## config.mk

```make
export PLATFORM = sky130hd
export DESIGN_NAME = rfsr_regs
export DESIGN_NICKNAME = d
export VERILOG_FILES = /design/src/hdl/rfsr_pkg.sv /design/src/hdl/rfsr_peak_filter.sv /design/src/hdl/rfsr_regs.sv
export SDC_FILE = /design/constraint.sdc
export NUM_CORES = 1
export LEC_CHECK = 0
export BUFFER_PORTS_ARGS = -buffer_cell sky130_fd_sc_hd__buf_4
export CELL_PAD_IN_SITES_DETAIL_PLACEMENT = 1
export CELL_PAD_IN_SITES_GLOBAL_PLACEMENT = 1
export CORE_MARGIN = 3
export CORE_UTILIZATION = 38
export CTS_CLUSTER_DIAMETER = 120
export CTS_CLUSTER_SIZE = 24
export DETAILED_ROUTE_END_ITERATION = 16
export GPL_ROUTABILITY_DRIVEN = 0
export PLACE_DENSITY_LB_ADDON = 0.08
export SLEW_MARGIN = 20
export SYNTH_ARGS = -nofsm -noshare
export SYNTH_HDL_FRONTEND = slang
export SYNTH_HIERARCHICAL = 1
export SYNTH_SLANG_ARGS = --single-unit
```

## constraint.sdc

```tcl
create_clock -name sys_clk -period 2.4 [get_ports sys_clk]
set_clock_uncertainty 0.1 [all_clocks]
set_input_delay 0.48 -clock sys_clk [delete_from_list [all_inputs] [get_ports sys_clk]]
set_output_delay 0.48 -clock sys_clk [all_outputs]
set_load 0.005 [all_outputs]
```

## src/hdl/rfsr_pkg.sv

```systemverilog
// Constants and state types for the regulator fault and status registers.
// Assumes a 100 MHz logic clock and a byte-wide register port from the serial engine.

package rfsr_pkg;

  // ----------------------------------------------------------------
  // Register map
  // ----------------------------------------------------------------
  localparam logic [7:0] FAULT_EVENT_ADDR = 8'h01;
  localparam logic [7:0] LIVE_STATUS_ADDR = 8'h02;
  localparam logic [7:0] FAULT_EVENT_RESET = 8'h00;
  localparam logic [7:0] LIVE_STATUS_RESET = 8'h10;
  localparam logic [7:0] READ_IDLE_VALUE = 8'h00;

  // ----------------------------------------------------------------
  // Field positions
  // ----------------------------------------------------------------
  localparam int FLAG_STARTUP_BIT = 4;
  localparam int FLAG_UNDERVOLT_BIT = 3;
  localparam int FLAG_THERMAL_BIT = 2;
  localparam int FLAG_SHORT_BIT = 1;
  localparam int FLAG_PEAK_BIT = 0;
  localparam int STAT_READY_BIT = 6;
  localparam int STAT_BYPASS_BIT = 5;
  localparam int STAT_SCHEME_BIT = 4;
  localparam int STAT_UNDERVOLT_BIT = 3;
  localparam int STAT_THERMAL_BIT = 2;
  localparam int STAT_SHORT_BIT = 1;
  localparam int STAT_PEAK_BIT = 0;
  localparam int FLAG_COUNT = 5;

  // ----------------------------------------------------------------
  // Timing
  // ----------------------------------------------------------------
  localparam int CLK_PERIOD_NS = 10;
  localparam int PEAK_PERSIST_NS = 1000;
  localparam int PEAK_PERSIST_CYCLES_INT = (PEAK_PERSIST_NS + CLK_PERIOD_NS - 1) / CLK_PERIOD_NS;
  localparam logic [7:0] PEAK_PERSIST_CYCLES = PEAK_PERSIST_CYCLES_INT[7:0];
  localparam logic [7:0] PEAK_COUNT_RESET = 8'h00;

  // ----------------------------------------------------------------
  // State records
  // ----------------------------------------------------------------
  typedef struct packed {
    logic [FLAG_COUNT-1:0] flags;
    logic [7:0] rdData;
    logic rdValid;
    logic pending;
  } rfsr_regs_state_t;

  typedef struct packed {
    logic [7:0] count;
    logic done;
  } rfsr_peak_state_t;

endpackage

```

## src/hdl/rfsr_peak_filter.sv

```systemverilog
// Persistence filter for the peak current limit comparator.
// Assumes the comparator level is synchronous to sys_clk.

`timescale 1ns/1ps
`default_nettype none

module rfsr_peak_filter
  import rfsr_pkg::*;
(
  // Clock and reset
  input wire logic sys_clk,
  input wire logic resetn,
  input wire logic ce,
  // Comparator and result
  input wire logic peakLimitHit,
  output logic persistDone
);

  rfsr_peak_state_t st_ff;
  rfsr_peak_state_t nxt_st;

  // ----------------------------------------------------------------
  // Count consecutive cycles, one pulse per sustained episode
  // ----------------------------------------------------------------
  always_comb
  begin
    nxt_st = st_ff;
    nxt_st.done = 1'b0;
    if (!peakLimitHit)
    begin
      nxt_st.count = PEAK_COUNT_RESET;
    end
    else if (st_ff.count < PEAK_PERSIST_CYCLES)
    begin
      nxt_st.count = st_ff.count + 8'h01;
      nxt_st.done = (st_ff.count == PEAK_PERSIST_CYCLES - 8'h01);
    end
  end

  always_ff @(posedge sys_clk)
  begin
    if (!resetn)
    begin
      st_ff <= '{count: PEAK_COUNT_RESET, done: 1'b0};
    end
    else if (ce)
    begin
      st_ff <= nxt_st;
    end
  end

  assign persistDone = st_ff.done;
endmodule
`default_nettype wire

```

## src/hdl/rfsr_regs.sv

```systemverilog
// Fault event and live status registers of the step-down regulator.
// Assumes the serial engine presents synchronous byte reads; condition inputs are
// synchronous levels from the analog front end.
//
// Summary of operation
// A startup timeout fault sets bit 4 of the fault event register until a read clears it.
// An input undervoltage fault sets bit 3 of the fault event register until a read clears it.
// An overtemperature fault sets bit 2 of the fault event register until a read clears it.
// An output short fault sets bit 1 of the fault event register until a read clears it.
// Peak current limit hit continuously for the set duration sets bit 0 until read.
// Status bit 6 reads one only while idle, input voltage good and die temperature safe.
// Status bit 5 reads one in pass-through and zero in normal switching.
// Status bit 4 reads zero in pulse-frequency and one in fixed-frequency operation.
// Status bit 3 shows the live undervoltage comparator, zero while input is good.
// Status bit 3 reads one whenever input voltage is below the undervoltage threshold.
// Status bit 2 reads one while the die is too hot and zero while it is safe.
// Status bit 1 reads one while shorted or recovering, and zero when the converter is off.
// Status bit 0 reads one while the converter is hitting its peak current limit.
// Unused bits read zero and host writes change no state in either register.
// Status bits are live, and a fault in the cycle of a clearing read stays set.

`timescale 1ns/1ps
`default_nettype none

module rfsr_regs
  import rfsr_pkg::*;
(
  // Clock, reset and enable
  input wire logic sys_clk,
  input wire logic resetn,
  input wire logic ce,
  // Register port from the serial engine
  input wire logic regRdStrobe,
  input wire logic [7:0] regAddr,
  output logic [7:0] regRdData,
  output logic regRdValid,
  // Fault events, high while a fault is declared
  input wire logic startupTimeoutFault,
  input wire logic undervoltageFault,
  input wire logic thermalFault,
  input wire logic outputShortFault,
  // Live conditions
  input wire logic peakLimitHit,
  input wire logic deviceIdle,
  input wire logic passThrough,
  input wire logic fixedFrequency,
  input wire logic undervoltageLive,
  input wire logic thermalCompLive,
  input wire logic shortCompLive,
  input wire logic converterEnabled,
  // Summary
  output logic faultPending
);

  rfsr_regs_state_t st_ff;
  rfsr_regs_state_t nxt_st;
  logic peakPersist;
  logic [FLAG_COUNT-1:0] faultEvents;
  logic [7:0] faultImage;
  logic [7:0] statusImage;
  logic clearFlags;

  // ----------------------------------------------------------------
  // Peak current persistence
  // ----------------------------------------------------------------
  rfsr_peak_filter peakFilter
  (
    .sys_clk(sys_clk),
    .resetn(resetn),
    .ce(ce),
    .peakLimitHit(peakLimitHit),
    .persistDone(peakPersist)
  );

  // ----------------------------------------------------------------
  // Register images
  // ----------------------------------------------------------------
  always_comb
  begin
    faultEvents = '0;
    faultEvents[FLAG_STARTUP_BIT] = startupTimeoutFault;
    faultEvents[FLAG_UNDERVOLT_BIT] = undervoltageFault;
    faultEvents[FLAG_THERMAL_BIT] = thermalFault;
    faultEvents[FLAG_SHORT_BIT] = outputShortFault;
    faultEvents[FLAG_PEAK_BIT] = peakPersist;
  end

  always_comb
  begin
    faultImage = FAULT_EVENT_RESET;
    faultImage[FLAG_COUNT-1:0] = st_ff.flags;
  end

  always_comb
  begin
    statusImage = 8'h00;
    statusImage[STAT_READY_BIT] = deviceIdle && !undervoltageLive && !thermalCompLive;
    statusImage[STAT_BYPASS_BIT] = passThrough;
    statusImage[STAT_SCHEME_BIT] = fixedFrequency;
    statusImage[STAT_UNDERVOLT_BIT] = undervoltageLive;
    statusImage[STAT_THERMAL_BIT] = thermalCompLive;
    statusImage[STAT_SHORT_BIT] = shortCompLive && converterEnabled;
    statusImage[STAT_PEAK_BIT] = peakLimitHit;
  end

  assign clearFlags = regRdStrobe && (regAddr == FAULT_EVENT_ADDR);

  // ----------------------------------------------------------------
  // Next state: read decode and sticky flags
  // ----------------------------------------------------------------
  always_comb
  begin
    nxt_st = st_ff;
    nxt_st.rdValid = regRdStrobe;
    if (!regRdStrobe)
    begin
      nxt_st.rdData = st_ff.rdData;
    end
    else if (regAddr == FAULT_EVENT_ADDR)
    begin
      nxt_st.rdData = faultImage;
    end
    else if (regAddr == LIVE_STATUS_ADDR)
    begin
      nxt_st.rdData = statusImage;
    end
    else
    begin
      nxt_st.rdData = READ_IDLE_VALUE;
    end
    // Set wins over the clearing read; nothing else alters the flags
    nxt_st.flags = (st_ff.flags & ~{FLAG_COUNT{clearFlags}}) | faultEvents;
    nxt_st.pending = |nxt_st.flags;
  end

  // ----------------------------------------------------------------
  // State register
  // ----------------------------------------------------------------
  always_ff @(posedge sys_clk)
  begin
    if (!resetn)
    begin
      st_ff <= '{flags: '0, rdData: READ_IDLE_VALUE, rdValid: 1'b0, pending: 1'b0};
    end
    else if (ce)
    begin
      st_ff <= nxt_st;
    end
  end

  assign regRdData = st_ff.rdData;
  assign regRdValid = st_ff.rdValid;
  assign faultPending = st_ff.pending;
endmodule
`default_nettype wire

```

==> impl_metrics.py <==
metrics = {
    "timing": {
        "fin_crit_sh": 0.709,
        "relSlewSlack": 0.650,
        "finalCriticalPeriod_ps": 1700,
        "final-setup-viol-count": 0,
        "max_freq_ghz": 0.588,
        "rsz0062_at_grt": "false",
        "hold_violations": 0,
        "tns_ps": 0,
        "slew_viol_final": 0,
        "worstMarginPinSlew_ps": 520,
    },
    "routing": {
        "dr.max_layer_used": "met4",
        "detail-route-antenna-nets": 0,
        "wirelength_met1_um": 1680,
        "route.detailed.drc": 0,
        "wl_per_cell_um": 16.5,
        "wirelength_um": 3570,
        "first_pass_iters": 5,
        "drt_iter0_drc": 62,
        "wl_met2_um": 1730,
        "vias_per_cell": 5.57,
        "vias": 1204,
        "wl_met3_um": 140,
    },
    "critical_path": {
        "slowest_stage": "or4_4",
        "worstPathRequired_ps": 2470,
        "start_kind": "input port",
        "path_cells": "buf_4, or4_4, nor4_2, a311oi_1",
        "critPathBufInv": 1,
        "cp.arrival_ps": 1780,
        "cp-end-kind": "flip-flop",
        "path_max_fanout": 8,
        "slowest_delay_ps": 590,
        "critPathKind": "input port to flip-flop",
        "critPathTopFamily": "simple AND/OR/NAND/NOR gates",
    },
    "power_and_ir_drop": {
        "seq_power_share": 0.586,
        "p_per_area_nw_per_um2": 431,
        "combPwrFrac": 0.150,
        "clockPowerShare": 0.264,
        "swShare": 0.258,
        "power.internal_mw": 0.503,
        "p_sw_mw": 0.175,
        "vdd_drop_max_mv": 0.193,
        "p_leak_nw": 0.571,
    },
    "grt": {
        "grt_usage": 0.181,
        "grt_overflow": 0,
        "antenna_found_initial": 0,
        "grt_pass1_wl_um": 6040,
        "grt_start_max_net_pins": 26,
        "grt_pass1_vias": 1304,
    },
    "die": {
        "core_area_um2": 3180,
        "die_x_um": 64.8,
        "dieArea_um2": 4200,
        "rows": 20,
        "ios": 34,
        "start_util": 0.413,
        "fp.dieH_um": 64.8,
    },
    "clock_tree": {
        "cts_resized": 0,
        "cts_buffer_depth": 2,
        "clkTransAtPathRegs_ps": 130,
        "cts_hold_repair.buffers": 0,
        "cts_setup_buffers": 0,
        "numClockSinks": 23,
        "insertion_delay_ps": 300,
        "cts_buffers": 3,
        "cts_root_buf": "clkbuf_4",
        "cts_tree": "yes",
        "cts_max_level": 1,
    },
    "logic_synthesis": {
        "async_flop_share": 0,
        "syn_inst": 149,
        "yosys_register_bits": 23,
        "ys.flop_type": "dfxtp_1",
        "synth_area_um2": 1310,
        "synth_fp_nets": 175,
        "ys_seq_area_frac": 0.350,
        "synth_cell_types": 45,
        "avgSynthCellArea_um2": 8.82,
        "yosys_warnings": 6,
        "synth_edf_count": 0,
    },
    "layout": {
        "areaGrowthSynthToFinish_pct": 19.7,
        "final_nets": 199,
        "layout.cells.non_filler": 216,
        "diodes": 0,
        "fillerInstances": 392,
        "final_cell_mix": "buf_4 (32), dfxtp_1 (23), nand2_1 (16)",
        "drive_gt1_frac": 0.244,
        "layout_commonest_cell": "buf_4",
    },
    "flow_run": {
        "drv_cap": 0,
    },
    "outcome": {
        "outcome": "finished clean",
    },
    "placement": {
        "dp_hpwl_um": 2700,
        "dp.cells": 212,
        "port_buffers": 32,
    },
    "min_path": {
        "hold_path.class": "input port to flip-flop",
    },
}
[layout make-up]
| cell class | count | area [um2] | share of cell area |
|---|---|---|---|
| clock buffer | 4 | 26.3 | 0.0167 |
| inverter | 4 | 15.0 | 0.00955 |
| multi-input combinational | 109 | 776 | 0.493 |
| sequential | 23 | 460 | 0.293 |
| tap | 44 | 55.1 | 0.0350 |
| timing repair buffer | 32 | 240 | 0.153 |
[registers in the layout, indices dropped and copies added (netlist names)]
name and count:
peakFilter/st_ff 8, faultImage 5, regRdValid 1, peakFilter/persistDone 1
faultPending 1, regRdData 7
[routing by layer]
| layer | GRT usage | vias up |
|---|---|---|
| li1 | - | 607 |
| met3 | 0.0399 | 2 |
| met2 | 0.294 | 20 |
| met5 | 0 | - |
| met1 | 0.244 | 575 |
| met4 | 0.0369 | 0 |
[Yosys cell counts, drive strengths merged, types with 3 or more instances]
cell    count  area, um2
a2111o      5       56.3
a21oi      11       55.1
a311oi      5       43.8
and2        3       18.8
buf         4       28.8
clkbuf      9       33.8
dfxtp      23        460
inv         4       15.0
nand2      16       60.1
nand2b      4       25.0
nand3       8       40.0
nand3b     13       97.6
nor3        3       15.0
nor4        3       25.0
o21ai       5       25.0
[logic make-up after synthesis]
group | Yosys count | synth area share
AND/OR/NAND/NOR | 65 | 0.318
AO/OA/AOI/OAI | 39 | 0.235
flip-flops | 23 | 0.350
buffers and inverters | 17 | 0.0590
multiplexers | 2 | 0.0152
adder cells (fa/ha/maj) | 2 | 0.0190
other | 1 | 0.00285
[through the flow]
stage | hold slack [ps] | util | power [mW] | setup slack, ps | instance area [um2]
after detailed placement | 347 | 0.487 | 0.508 | 357 | 1550
after floorplan | 348 | - | 0.459 | 504 | 1310
after global placement | 343 | 0.487 | 0.503 | 424 | 1550
after CTS | 308 | 0.495 | 0.689 | 704 | 1570
final | 319 | 0.495 | 0.678 | 698 | 1570
after global routing | 301 | 0.495 | 0.725 | 683 | 1570
[worst register-to-register path, delay by kind of cell (launching register included)]
family           cells  cell delay, ps
flip-flops           1             450
AND/OR/NAND/NOR      1             190
AO/OA/AOI/OAI        1             440
multiplexers         1             220
[power by group through the flow]
stage                     clock [mW]  sequential [mW]  combinational, mW
after CTS                      0.189            0.398              0.103
after floorplan                    0            0.404             0.0553
after global routing           0.213            0.399              0.112
after global placement             0            0.405             0.0978
after detailed placement           0            0.406              0.102
final                          0.179            0.398              0.102
[final timing paths]
kind	start	endpoint	cells after the start	slack [ps]
max	regAddr[5]	faultImage[2]$_SDFFE_PN0P_	4	700
min	deviceIdle	regRdData[6]$_SDFFE_PN0P_	3	320
max reg2reg	peakFilter/st_ff[3]$_SDFFE_PN0P_	peakFilter/st_ff[6]$_SDFFE_PN0P_	3	930
min reg2reg	regRdData[4]$_SDFFE_PN0P_	regRdData[4]$_SDFFE_PN0P_	2	370
Power figures use the tool's default switching activity.
